### config.mk
export PLATFORM = sky130hd
export DESIGN_NAME = register_map_regs
export DESIGN_NICKNAME = d
export VERILOG_FILES = /design/src/logic/register_map_pkg.sv /design/src/logic/register_map_regs.sv
export VERILOG_INCLUDE_DIRS = /design/src /design/src/logic
export SDC_FILE = /design/constraint.sdc
export NUM_CORES = 1
export LEC_CHECK = 0
export ABC_AREA = 1
export BUFFER_PORTS_ARGS = -buffer_cell sky130_fd_sc_hd__buf_2
export CORE_UTILIZATION = 49
export CTS_CLUSTER_SIZE = 20
export DETAILED_ROUTE_END_ITERATION = 6
export PLACE_DENSITY = 0.77
export SLEW_MARGIN = 15
export SYNTH_ARGS = -nofsm -noshare
export SYNTH_HDL_FRONTEND = slang
export SYNTH_SLANG_ARGS = --single-unit
### constraint.sdc
create_clock -name mclk_i -period 1.9 [get_ports mclk_i]
set_input_delay 0.19 -clock mclk_i [delete_from_list [all_inputs] [get_ports mclk_i]]
set_output_delay 0.19 -clock mclk_i [all_outputs]
set_load 0.005 [all_outputs]
### src/logic/register_map_consts.svh
// Constants of the register map access block
// Contract
// - User registers live in 0x00 through 0x98
// - 0x2C-0x2F, 0x46, 0x99-0xFF are reserved
// - Reserved: no error, writes dropped, reads zero
// - Block readback returns zero for reserved words
// - Check covers 16 bits; unused bits read zero
// - Config spare fields stored, read back unchanged
// - Protocol error rejects transaction, raises alerts
// - Write to busy register ignored, reject alert set
// - CRC-8, poly 0xB2 reflected, init zero, LSB first
`ifndef REGISTER_MAP_CONSTS_SVH
`define REGISTER_MAP_CONSTS_SVH
// Address space
`define REGISTER_MAP_USER_LAST      8'h98
`define REGISTER_MAP_RSV_LO         8'h2C
`define REGISTER_MAP_RSV_HI         8'h2F
`define REGISTER_MAP_RSV_ONE        8'h46
// Register offsets
`define REGISTER_MAP_PART_VERSION   8'h00
`define REGISTER_MAP_CHAIN_ADDRESS  8'h01
`define REGISTER_MAP_STATUS_ONE     8'h02
`define REGISTER_MAP_STATUS_TWO     8'h03
`define REGISTER_MAP_CONFIG_ONE     8'h10
`define REGISTER_MAP_CONFIG_TWO     8'h11
// Field positions
`define REGISTER_MAP_S1_PEC_BIT     5
`define REGISTER_MAP_S1_INTF_BIT    4
`define REGISTER_MAP_S1_UNUSED_BIT  6
`define REGISTER_MAP_S2_RJCT_BIT    0
`define REGISTER_MAP_CFG1_SP_LSB    12
`define REGISTER_MAP_CFG2_SP_LSB    11
// Widths
`define REGISTER_MAP_CFG1_SP_W      4
`define REGISTER_MAP_CFG2_SP_W      5
// Reset values
`define REGISTER_MAP_CHAIN_RST      16'h0000
`define REGISTER_MAP_CFG1_SP_RST    4'h0
`define REGISTER_MAP_CFG2_SP_RST    5'h00
// Packet check
`define REGISTER_MAP_CRC_POLY       8'hB2
`define REGISTER_MAP_CRC_INIT       8'h00
`endif

### src/logic/register_map_pkg.sv
// Types of the register map access block
package register_map_pkg;
   // Whole block state, registered in one process
   typedef struct packed {
      logic [15:0] chain_address;   // Chain address word
      logic        pec_alert;       // Sticky packet check alert
      logic        intf_alert;      // Sticky interface alert
      logic        reject_alert;    // Sticky transaction reject alert
      logic [3:0]  cfg1_spare;      // Spare field of config one
      logic [4:0]  cfg2_spare;      // Spare field of config two
      logic        rsp_valid;       // Read answer strobe
      logic [15:0] rsp_data;        // Read answer data
      logic [7:0]  rsp_pec;         // Check byte over answer data
      logic        rsp_ack;         // Accepted write strobe
      logic        rsp_reject;      // Rejected transaction strobe
   } register_map_state_t;
endpackage

### src/logic/register_map_regs.sv
// Register map access policy and first status registers
`timescale 1ns/1ps
`include "register_map_consts.svh"
module register_map_regs #(
   parameter logic [11:0] MODEL_CODE = 12'h123, // Arbitrary value
   parameter logic [3:0]  REV_CODE   = 4'h1     // Arbitrary value
) (
   // Clock and asynchronous reset
   input  wire logic        mclk_i,
   input  wire logic        arst_n_i,
   // Decoded transaction from the link layer, one word a cycle
   input  wire logic        txn_valid_i,
   input  wire logic        txn_write_i,
   input  wire logic [7:0]  txn_addr_i,
   input  wire logic [15:0] txn_wdata_i,
   // Faults and lock state that travel with the word
   input  wire logic        txn_pec_err_i,
   input  wire logic        txn_intf_err_i,
   input  wire logic        txn_busy_i,
   // Live status bits from the measurement side
   input  wire logic [15:0] status_one_src_i,
   // Answer strobes and the read word
   output logic             rsp_valid_o,
   output logic [15:0]      rsp_data_o,
   output logic [7:0]       rsp_pec_o,
   output logic             rsp_ack_o,
   output logic             rsp_reject_o,
   // Stored register contents
   output logic [15:0]      chain_address_o,
   output logic             transaction_reject_alert_o,
   output logic [3:0]       config_one_spare_field_o,
   output logic [4:0]       config_two_spare_field_o
);

   // Limitation: the lock comes from the caller; this block cannot
   // tell which register an internal operation holds
   register_map_pkg::register_map_state_t st_reg;   // Current state
   register_map_pkg::register_map_state_t st_next;  // Next state

   // Reserved address decode, used by writes only
   // Reads of a hole fall to the default branch of read_word, which
   // gives zeros for every unmapped word as well
   function automatic logic is_reserved(input logic [7:0] a);
      is_reserved = (a > `REGISTER_MAP_USER_LAST) ||
                    ((a >= `REGISTER_MAP_RSV_LO) && (a <= `REGISTER_MAP_RSV_HI)) ||
                    (a == `REGISTER_MAP_RSV_ONE);
   endfunction

   // One byte through the reflected CRC-8, LSB first
   // The link sends each byte LSB first, so the register shifts
   // right and the reflected polynomial is folded in on a set LSB
   function automatic logic [7:0] crc8_byte(input logic [7:0] crc,
                                            input logic [7:0] data);
      logic [7:0] c;
      c = crc ^ data;
      for (int i = 0; i < 8; i++) begin
         c = c[0] ? ((c >> 1) ^ `REGISTER_MAP_CRC_POLY) : (c >> 1);
      end
      crc8_byte = c;
   endfunction

   // Read value of one address; unused bits are never stored
   // Every bit with neither storage nor a status source stays zero, which
   // keeps the check byte defined over the full word
   function automatic logic [15:0] read_word(
      input logic [7:0]          a,
      input register_map_pkg::register_map_state_t s,
      input logic [15:0]         src);
      logic [15:0] w;
      w = 16'h0000;
      case (a)
         `REGISTER_MAP_PART_VERSION: begin
            w = {MODEL_CODE, REV_CODE};
         end
         `REGISTER_MAP_CHAIN_ADDRESS: begin
            w = s.chain_address;
         end
         `REGISTER_MAP_STATUS_ONE: begin
            w = src;
            // Alert bits are owned here, not by the source, so a stale
            // source bit never shows up as a fault
            w[`REGISTER_MAP_S1_PEC_BIT] = s.pec_alert;
            w[`REGISTER_MAP_S1_INTF_BIT] = s.intf_alert;
            w[`REGISTER_MAP_S1_UNUSED_BIT] = 1'b0;
         end
         `REGISTER_MAP_STATUS_TWO: begin
            w[`REGISTER_MAP_S2_RJCT_BIT] = s.reject_alert;
         end
         `REGISTER_MAP_CONFIG_ONE: begin
            w[`REGISTER_MAP_CFG1_SP_LSB +: `REGISTER_MAP_CFG1_SP_W] = s.cfg1_spare;
         end
         `REGISTER_MAP_CONFIG_TWO: begin
            w[`REGISTER_MAP_CFG2_SP_LSB +: `REGISTER_MAP_CFG2_SP_W] = s.cfg2_spare;
         end
         default: begin
            // Reserved and unmapped words read all zeros
            w = 16'h0000;
         end
      endcase
      read_word = w;
   endfunction

   // Next state: transaction policy and sticky alerts
   // Priority: protocol fault, then reads, then holes, then the busy
   // lock, then a plain write. A fault wins even on a hole, so a
   // damaged word never passes as a silent drop. Only one branch
   // runs per word, so a word never both stores and refuses.
   always_comb begin
      logic        ok;
      logic        rsv;
      logic [15:0] rd;
      ok = 1'b0;
      rsv = 1'b0;
      rd = 16'h0000;
      st_next = st_reg;
      // Strobes last one cycle
      // Read data and check byte are left alone here and hold until
      // the next read
      st_next.rsp_valid = 1'b0;
      st_next.rsp_ack = 1'b0;
      st_next.rsp_reject = 1'b0;
      ok = txn_valid_i && !txn_pec_err_i && !txn_intf_err_i;
      rsv = is_reserved(txn_addr_i);
      if (txn_valid_i && !ok) begin
         // Protocol error: whole transaction dropped, only alerts and the reject strobe move
         st_next.rsp_reject = 1'b1;
      end else if (ok && !txn_write_i) begin
         // Read, also one word of a block readback
         rd = read_word(txn_addr_i, st_reg, status_one_src_i);
         st_next.rsp_valid = 1'b1;
         st_next.rsp_data = rd;
         // Check byte over the low byte and then the high byte, the
         // order in which the link sends them
         st_next.rsp_pec = crc8_byte(crc8_byte(`REGISTER_MAP_CRC_INIT, rd[7:0]),
                                     rd[15:8]);
      end else if (ok && rsv) begin
         // Reserved write: nothing stored, no answer, no error
         // Trade-off: the host gets no strobe, so it must not wait
         // for one; a timeout on its side is the only sign
         st_next.rsp_ack = 1'b0;
      end else if (ok && txn_busy_i) begin
         // Busy register keeps its content
         // The lock guards writes only; reads of a busy word still
         // answer, so the host may poll while an operation runs
         st_next.rsp_reject = 1'b1;
      end else if (ok) begin
         st_next.rsp_ack = 1'b1;
         case (txn_addr_i)
            `REGISTER_MAP_CHAIN_ADDRESS: begin
               // All sixteen bits of the chain word are writable
               st_next.chain_address = txn_wdata_i;
            end
            `REGISTER_MAP_CONFIG_ONE: begin
               // Spare fields are kept although nothing inside reads them
               st_next.cfg1_spare =
                  txn_wdata_i[`REGISTER_MAP_CFG1_SP_LSB +: `REGISTER_MAP_CFG1_SP_W];
            end
            `REGISTER_MAP_CONFIG_TWO: begin
               st_next.cfg2_spare =
                  txn_wdata_i[`REGISTER_MAP_CFG2_SP_LSB +: `REGISTER_MAP_CFG2_SP_W];
            end
            default: begin
               // Read-only or unimplemented: data discarded
            end
         endcase
         // Alert bits clear by writing one; a zero leaves a bit alone,
         // so a host may write back what it read and lose no new alert
         if (txn_addr_i == `REGISTER_MAP_STATUS_ONE) begin
            if (txn_wdata_i[`REGISTER_MAP_S1_PEC_BIT]) begin
               st_next.pec_alert = 1'b0;
            end
            if (txn_wdata_i[`REGISTER_MAP_S1_INTF_BIT]) begin
               st_next.intf_alert = 1'b0;
            end
         end
         if ((txn_addr_i == `REGISTER_MAP_STATUS_TWO) &&
             txn_wdata_i[`REGISTER_MAP_S2_RJCT_BIT]) begin
            st_next.reject_alert = 1'b0;
         end
      end
      // Set wins over a clear in the same cycle
      // A fault and a clear cannot share a cycle while one word comes
      // per cycle, but this order keeps the alerts safe should the
      // front end ever present two at once
      if (txn_valid_i && txn_pec_err_i) begin
         st_next.pec_alert = 1'b1;
      end
      if (txn_valid_i && txn_intf_err_i) begin
         st_next.intf_alert = 1'b1;
      end
      if (ok && txn_write_i && !rsv && txn_busy_i) begin
         st_next.reject_alert = 1'b1;
      end
   end

   // State register
   // Reset loads constants only; fields without a stated value come
   // up zero with the rest of the struct, so every strobe starts low
   // and no answer is seen before the first word
   always_ff @(posedge mclk_i or negedge arst_n_i) begin
      if (!arst_n_i) begin
         st_reg <= '0;
         st_reg.chain_address <= `REGISTER_MAP_CHAIN_RST;
         st_reg.cfg1_spare <= `REGISTER_MAP_CFG1_SP_RST;
         st_reg.cfg2_spare <= `REGISTER_MAP_CFG2_SP_RST;
      end else begin
         st_reg <= st_next;
      end
   end

   // Outputs straight from the state flops
   // No logic between flops and pins keeps every output glitch free
   // and its timing one clock-to-out
   assign rsp_valid_o                = st_reg.rsp_valid;
   assign rsp_data_o                 = st_reg.rsp_data;
   assign rsp_pec_o                  = st_reg.rsp_pec;
   assign rsp_ack_o                  = st_reg.rsp_ack;
   assign rsp_reject_o               = st_reg.rsp_reject;
   assign chain_address_o            = st_reg.chain_address;
   assign transaction_reject_alert_o = st_reg.reject_alert;
   assign config_one_spare_field_o   = st_reg.cfg1_spare;
   assign config_two_spare_field_o   = st_reg.cfg2_spare;

endmodule // register_map_regs

==> flow_summary.ini, run 1 <==
[worst_setup_path]
worstReg2RegEnd = rsp_pec_o[1]
critPathArrivalTime_ps = 2520
cp_data_required_time_ps = 2130
crit_path_end_kind = flop
ff2ff_path_depth = 17
critPathMaxFanout = 4
startpoint = chain_address_o[0]
worstSetupPathType = reg -> reg
worst-r2r-setup-slack_ps = -390
worst_setup_path_start_kind = flop
critical_r2r_launch = chain_address_o[0]

[logic_synthesis]
mapped_cells = 532
synth_edf_count = 0
asyncSetResetFlopFracSynth_pct = 100
avgSynthCellArea_um2 = 7.54
ys_seq_elements = 55
yosysWarningCount = 0
synth_fp_nets = 579
ys_dominant_reg_cell = sky130_fd_sc_hd__dfrtp_1
post_synth_num_cell_types = 38
synth_area_um2 = 4010
seq_area_frac_synth_pct = 34.3

[power]
power_w = 0.00242
power_per_cell_area_nw_per_um2 = 460
p_leak_nw = 2.83
irDropWorstVdd_mv = 0.323

[route]
postRouteAntennaNets = 0
detail_route.drc_violations = 0
detail_route.first_pass.iterations = 4
wl_mm = 10.7
dr.first_iter.drc_count = 147
routed_via_density = 5.16
wl_cell_um = 14.1
detailroute.via_count = 3935

[place]
gp_congestion = 0.883
dpl_cell_area_um2 = 4810
hpwl_mm = 7.96
numPortBuffers = 96

[hold_path]
instance_count_along_the_most_critical_hold_path = 2
timing.hold.worst.class = in -> reg
timing.hold.worst_endpoint = chain_address_o[10]
hp-start = txn_wdata_i[10]

[layout]
syn_to_final_growth_pct = 31.2
final_net_count = 706
num-fill-cells = 658
post_route_cells_drive_above_1_share_pct = 50.3
antenna_cells = 0
finish.instance_area_um2 = 5260

[die]
die_y_um = 92.5
rows = 32
die_width_um = 92.5
dieArea_um2 = 8550
io_pins = 100
coreArea_um2 = 7810
floorplan.initialDensity_pct = 51.4

[clocking]
tritoncts = built
cts_sinks = 55
clockBufferDepth = 2
htreeDepth = 2
worst_setup_hold_path_clk_slew_ps = 110
ctsRootBufferMaster = sky130_fd_sc_hd__clkbuf_8
number_of_cts_inserted_buffers = 5
worst_skew_pair.late_latency_ps = 320

[sta]
setup_failing_eps_final = 8
setup_ws_ps = -389
layout_worst_path_cycle_share_pct = 120
fin_worst_skew_ps = 9.53
timing_hold_violations_final = 0
slew_headroom_pct = 67.9
maxClockFrequency_mhz = 437
worst_slew_pin_slew_ps = 482
min_period_ps = 2290
final_max_slew_viol_count = 0
rsz_0062_raised_after_global_routing = yes

[flow_run]
maxCapViolations = 0

[global_routing]
groute.layer.met2.usage_pct = 42.5
grt_busiest_layer = met2
met1_track_usage_gr_pct = 33.1
grt_start_max_net_pins = 30
global_route.overflow_total = 0
global_route.usage.total_pct = 25.0
grt_first_pass_wirelength_mm = 17.1
grtUsageMet3_pct = 2.55
grt_antenna_before_repair = 0
vias_in_the_first_global_route = 3764

[run_status]
status = complete, but fails checks
violated_checks = setup timing
-- logic make-up after synthesis --
family | synth area share [%]
and+or+nand+nor | 39.5
muxes | 2.81
AOI/OAI and AO/OA | 7.36
buffers and inverters | 15.2
DFF | 34.3
xor gates and xnor gates | 0.843
-- worst max-delay path, stage by stage (launching register included) --
cell and delay [ps]:
sky130_fd_sc_hd__dfrtp_1 430, sky130_fd_sc_hd__nand3_2 100, sky130_fd_sc_hd__nand2_4 100, sky130_fd_sc_hd__o21ai_4 270, sky130_fd_sc_hd__nand3_4 140, sky130_fd_sc_hd__nand2_4 110, sky130_fd_sc_hd__nand2_2 60, sky130_fd_sc_hd__nand2_2 100
sky130_fd_sc_hd__nand3_4 120, sky130_fd_sc_hd__buf_6 150, sky130_fd_sc_hd__nand3_1 110, sky130_fd_sc_hd__nand2_2 80, sky130_fd_sc_hd__nand2_2 90, sky130_fd_sc_hd__nand2_4 60, sky130_fd_sc_hd__nand2_2 80, sky130_fd_sc_hd__nand3_1 70
sky130_fd_sc_hd__nand3_1 70, sky130_fd_sc_hd__nand2_1 50
-- synth_stat cells, types with 10 or more instances --
| library cell | instances | area, µm² |
|---|---|---|
| sky130_fd_sc_hd__buf_4 | 49 | 368 |
| sky130_fd_sc_hd__dfrtp_1 | 55 | 1380 |
| sky130_fd_sc_hd__inv_1 | 35 | 131 |
| sky130_fd_sc_hd__inv_2 | 14 | 52.6 |
| sky130_fd_sc_hd__mux2_2 | 10 | 113 |
| sky130_fd_sc_hd__nand2_1 | 153 | 574 |
| sky130_fd_sc_hd__nand2_2 | 35 | 219 |
| sky130_fd_sc_hd__nand2_4 | 11 | 124 |
| sky130_fd_sc_hd__nand3_1 | 59 | 295 |
| sky130_fd_sc_hd__nand3_2 | 11 | 110 |
| sky130_fd_sc_hd__nor2_1 | 17 | 63.8 |
| sky130_fd_sc_hd__o21ai_0 | 35 | 175 |
-- metal layers --
metal,share of wire [%],vias to the layer above
met5,0,-
met2,50,148
met3,5.9,23
met1,42,1836
li1,-,1928
met4,1.8,0
-- worst max path at each step --
stage / to / cells after the start
2_1_floorplan: rsp_pec_o[3] / 21
3_3_place_gp: rsp_pec_o[4] / 23
3_5_place_dp: rsp_pec_o[7] / 21
4_1_cts: rsp_pec_o[7] / 19
5_1_grt: rsp_pec_o[4] / 21
6_report: rsp_pec_o[1] / 17
-- where the power goes --
part | total [W] | switching, W | internal [W]
Combinational | 0.000471 | 0.000264 | 0.000207
Clock | 0.000694 | 0.000429 | 0.000266
Sequential | 0.00125 | 0.0000282 | 0.00122
Total | 0.00242 | 0.000721 | 0.00170
-- repair_timing --
action / in CTS / in global routing
hold buffers: 1 / 0
pin swaps: 19 / 41
gates cloned: 0 / 0
endpoints found under the setup margin: 8 / 28
buffers inserted: 4 / 5
resized for setup: 15 / 54
hold endpoints to repair: 19 / 0
-- metrics by stage --
step                TNS, ps  std cells  setup WS (ps)  hold WS [ps]  utilization, %
floorplan             -1300        532           -216          -106               -
global placement      -7760        744           -635           167            61.6
detailed placement   -11390        744           -698           170            61.6
CTS                   -1990        757           -289          92.4            63.9
global route          -3630        762           -511          89.0            67.4
finish                -2600        762           -389          93.1            67.4
-- final cells by class --
class / instances / area [µm²] / area share (%)
inverter: 51 / 201 / 3.83
timing repair buffer: 176 / 1090 / 20.8
tap: 102 / 128 / 2.43
multi-input combinational: 370 / 2370 / 45.0
clock inverter: 3 / 22.5 / 0.428
clock buffer: 5 / 68.8 / 1.31
sequential: 55 / 1380 / 26.2
-- placed cells by master (no fill, tap or decap), types with 3 or more instances in the layout --
cell type,count
sky130_fd_sc_hd__a22o_1,3
sky130_fd_sc_hd__buf_2,96
sky130_fd_sc_hd__buf_4,76
sky130_fd_sc_hd__buf_6,3
sky130_fd_sc_hd__clkbuf_8,5
sky130_fd_sc_hd__dfrtp_1,55
sky130_fd_sc_hd__inv_1,30
sky130_fd_sc_hd__inv_2,18
sky130_fd_sc_hd__mux2_2,10
sky130_fd_sc_hd__nand2_1,129
sky130_fd_sc_hd__nand2_2,45
sky130_fd_sc_hd__nand2_4,23
sky130_fd_sc_hd__nand3_1,44
sky130_fd_sc_hd__nand3_2,20
sky130_fd_sc_hd__nand3_4,7
sky130_fd_sc_hd__nand4_1,4
sky130_fd_sc_hd__nor2_1,13
sky130_fd_sc_hd__nor2_2,3
sky130_fd_sc_hd__nor2_4,10
sky130_fd_sc_hd__nor3_1,3
sky130_fd_sc_hd__o21ai_0,34
(Power assumes the default switching activity.)
==> run 2: changes to the inputs <==
==> constraint.sdc (replaced) <==
create_clock -name mclk_i -period 1.9 [get_ports mclk_i]
set_input_delay 0.285 -clock mclk_i [delete_from_list [all_inputs] [get_ports mclk_i]]
set_output_delay 0.285 -clock mclk_i [all_outputs]
set_load 0.005 [all_outputs]
==> run 2 against run 1 <==
Compared with the run above:
- the flow still finishes with violations (setup timing)
- clock skew rose by 1.5 ps
- critical path type is now in -> reg
- sequential cell count did not move
- clock power rose by 0.6%
- wire length rose by 10%
- global-route usage rose by 1.4 points
- largest power group unchanged
- power rose by 0.32%
- fmax fell by 5.5%
- count of clock-buffer cells in the layout rose by 1
- non-clock buffer count rose by 11
- critical path depth rose by 7
- die area did not move
==> flow_summary.ini, run 2 (synthesized netlist as in run 1, its figures left out) <==
[route]
detailroute.via_count = 4114
routed_via_density = 5.32
detail_route.first_pass.iterations = 6
detail_route.drc_violations = 0
dr.first_iter.drc_count = 245
wl_mm = 11.8
wl_cell_um = 15.3
postRouteAntennaNets = 0

[die]
io_pins = 100
coreArea_um2 = 7810
die_width_um = 92.5
die_y_um = 92.5
floorplan.initialDensity_pct = 51.4
dieArea_um2 = 8550
rows = 32

[sta]
final.hold.worst_slack_ps = 190
timing_hold_violations_final = 0
slew_headroom_pct = 72.7
worst_slew_pin_slew_ps = 409
fin_worst_skew_ps = 11.0
maxClockFrequency_mhz = 413
final_max_slew_viol_count = 0
min_period_ps = 2420
setup_failing_eps_final = 8
setup_ws_ps = -522
rsz_0062_raised_after_global_routing = yes
layout_worst_path_cycle_share_pct = 127

[layout]
antenna_cells = 0
syn_to_final_growth_pct = 36.5
layout.core_utilization_pct = 70.1
final_net_count = 717
final_common_cell = sky130_fd_sc_hd__nand2_1
post_route_cells_drive_above_1_share_pct = 53.7
num-fill-cells = 608
commonest_cells_after_routing_fill_and_taps_aside = 116 x sky130_fd_sc_hd__nand2_1, 92 x sky130_fd_sc_hd__buf_2, 85 x sky130_fd_sc_hd__buf_4

[worst_setup_path]
worstSetupPathType = in -> reg
critical_path.n_buffers_inverters = 6
worst_setup_path_start_kind = primary input
critPathMaxFanout = 4
crit_path_end_kind = flop
startpoint = txn_addr_i[2]
critPathArrivalTime_ps = 2650
critical_path.most_common_cell = sky130_fd_sc_hd__nand2_2
critical_path_cell_list = buf_4 > inv_2 > nand2_4 > buf_4 > nor2_1 > nand3_1 > nand2_1 > inv_1 > nand2_2 > nand2_4 > nand2_4 > nand2_2 > buf_4 > nand3_1 > nand2_2 > inv_1 > nand2_2 > nand2_4 > nand3_2 > nand2_4 > nand2_2 > nand2_2 > nand2_2 > o21a_1
critical_path.slowest_cell = sky130_fd_sc_hd__nor2_1
critical_r2r_launch = transaction_reject_alert_o
cp_slowest_stage_delay_ps = 150
cp_top_family = simple AND/OR/NAND/NOR gates
cp_data_required_time_ps = 2130

[clocking]
ctsRootBufferMaster = sky130_fd_sc_hd__clkbuf_8
worst_setup_hold_path_clk_slew_ps = 110
htreeDepth = 2
worst_skew_pair.late_latency_ps = 320
cts_sinks = 55
number_of_cts_inserted_buffers = 5
tritoncts = built
clockBufferDepth = 2

[global_routing]
grt_antenna_before_repair = 0
grt_first_pass_wirelength_mm = 18.0
grt_start_max_net_pins = 37
global_route.overflow_total = 0
vias_in_the_first_global_route = 3995
global_route.usage.total_pct = 26.4

[flow_run]
maxCapViolations = 0

[hold_path]
timing.hold.worst.class = in -> reg
hp-start = txn_wdata_i[6]

[power]
p_leak_nw = 2.96
irDropWorstVdd_mv = 0.278
power_per_cell_area_nw_per_um2 = 443

[run_status]
violated_checks = setup timing
status = complete, but fails checks

[place]
numPortBuffers = 96
gp_congestion = 0.881
hpwl_mm = 7.92
run 2: cell count changes in the layout (fill, tap and decap cells not counted), moves of 5 or more:
cell / delta
sky130_fd_sc_hd__nand2_1: -13
sky130_fd_sc_hd__buf_4: +9
sky130_fd_sc_hd__nand2_2: +7
sky130_fd_sc_hd__nand2_4: +6
sky130_fd_sc_hd__nand3_2: +5
run 2: path summary, 6_finish.rpt:
kind	slack, ps	cells after the start	to
setup reg to reg	-470	21	rsp_pec_o[7]
min in group asynchronous	410	2	chain_address_o[6]
setup / recovery	-520	24	rsp_pec_o[7]
max in group asynchronous	810	3	rsp_data_o[14]
hold / removal	190	2	chain_address_o[6]
hold reg to reg	480	2	rsp_pec_o[1]
run 2: cell type report:
| cell class | instances | area [µm²] | share of cell area (%) |
|---|---|---|---|
| multi-input combinational | 370 | 2440 | 44.6 |
| tap | 102 | 128 | 2.33 |
| sequential | 55 | 1380 | 25.1 |
| timing repair buffer | 187 | 1220 | 22.4 |
| clock inverter | 2 | 16.3 | 0.297 |
| inverter | 51 | 214 | 3.91 |
| clock buffer | 6 | 72.6 | 1.33 |
run 2: power breakdown:
part / switching (W) / total, W / internal (W)
Clock: 0.000431 / 0.000698 / 0.000267
Sequential: 0.0000258 / 0.00125 / 0.00122
Combinational: 0.000266 / 0.000478 / 0.000212
Total: 0.000723 / 0.00242 / 0.00170
run 2: layer usage:
layer  GRT usage (%)  vias up  routed length [µm]
met2            45.7      174                5880
met3            3.20       46                 567
li1                -     1942                   -
met1            33.3     1952                4930
met4            10.8        0                 427
met5               0        -                   0
run 2: per-stage QoR:
stage               power (W)  worst slack (ps)  std cells  TNS [ps]  cell area (µm²)
global route          0.00254              -655        773     -4980             5480
floorplan             0.00154              -311        532     -2060             4090
global placement      0.00167              -730        743    -10520             4800
detailed placement    0.00169              -767        743    -14240             4800
CTS                   0.00239              -319        761     -2100             5120
finish                0.00242              -522        773     -3510             5480
run 2: repair_timing:
item,CTS,global route
buffers inserted,10,13
endpoints found under the hold margin,13,0
hold buffers,1,0
pin swaps,43,40
setup endpoints to repair,23,33
resized for setup,46,65
cloned,0,1
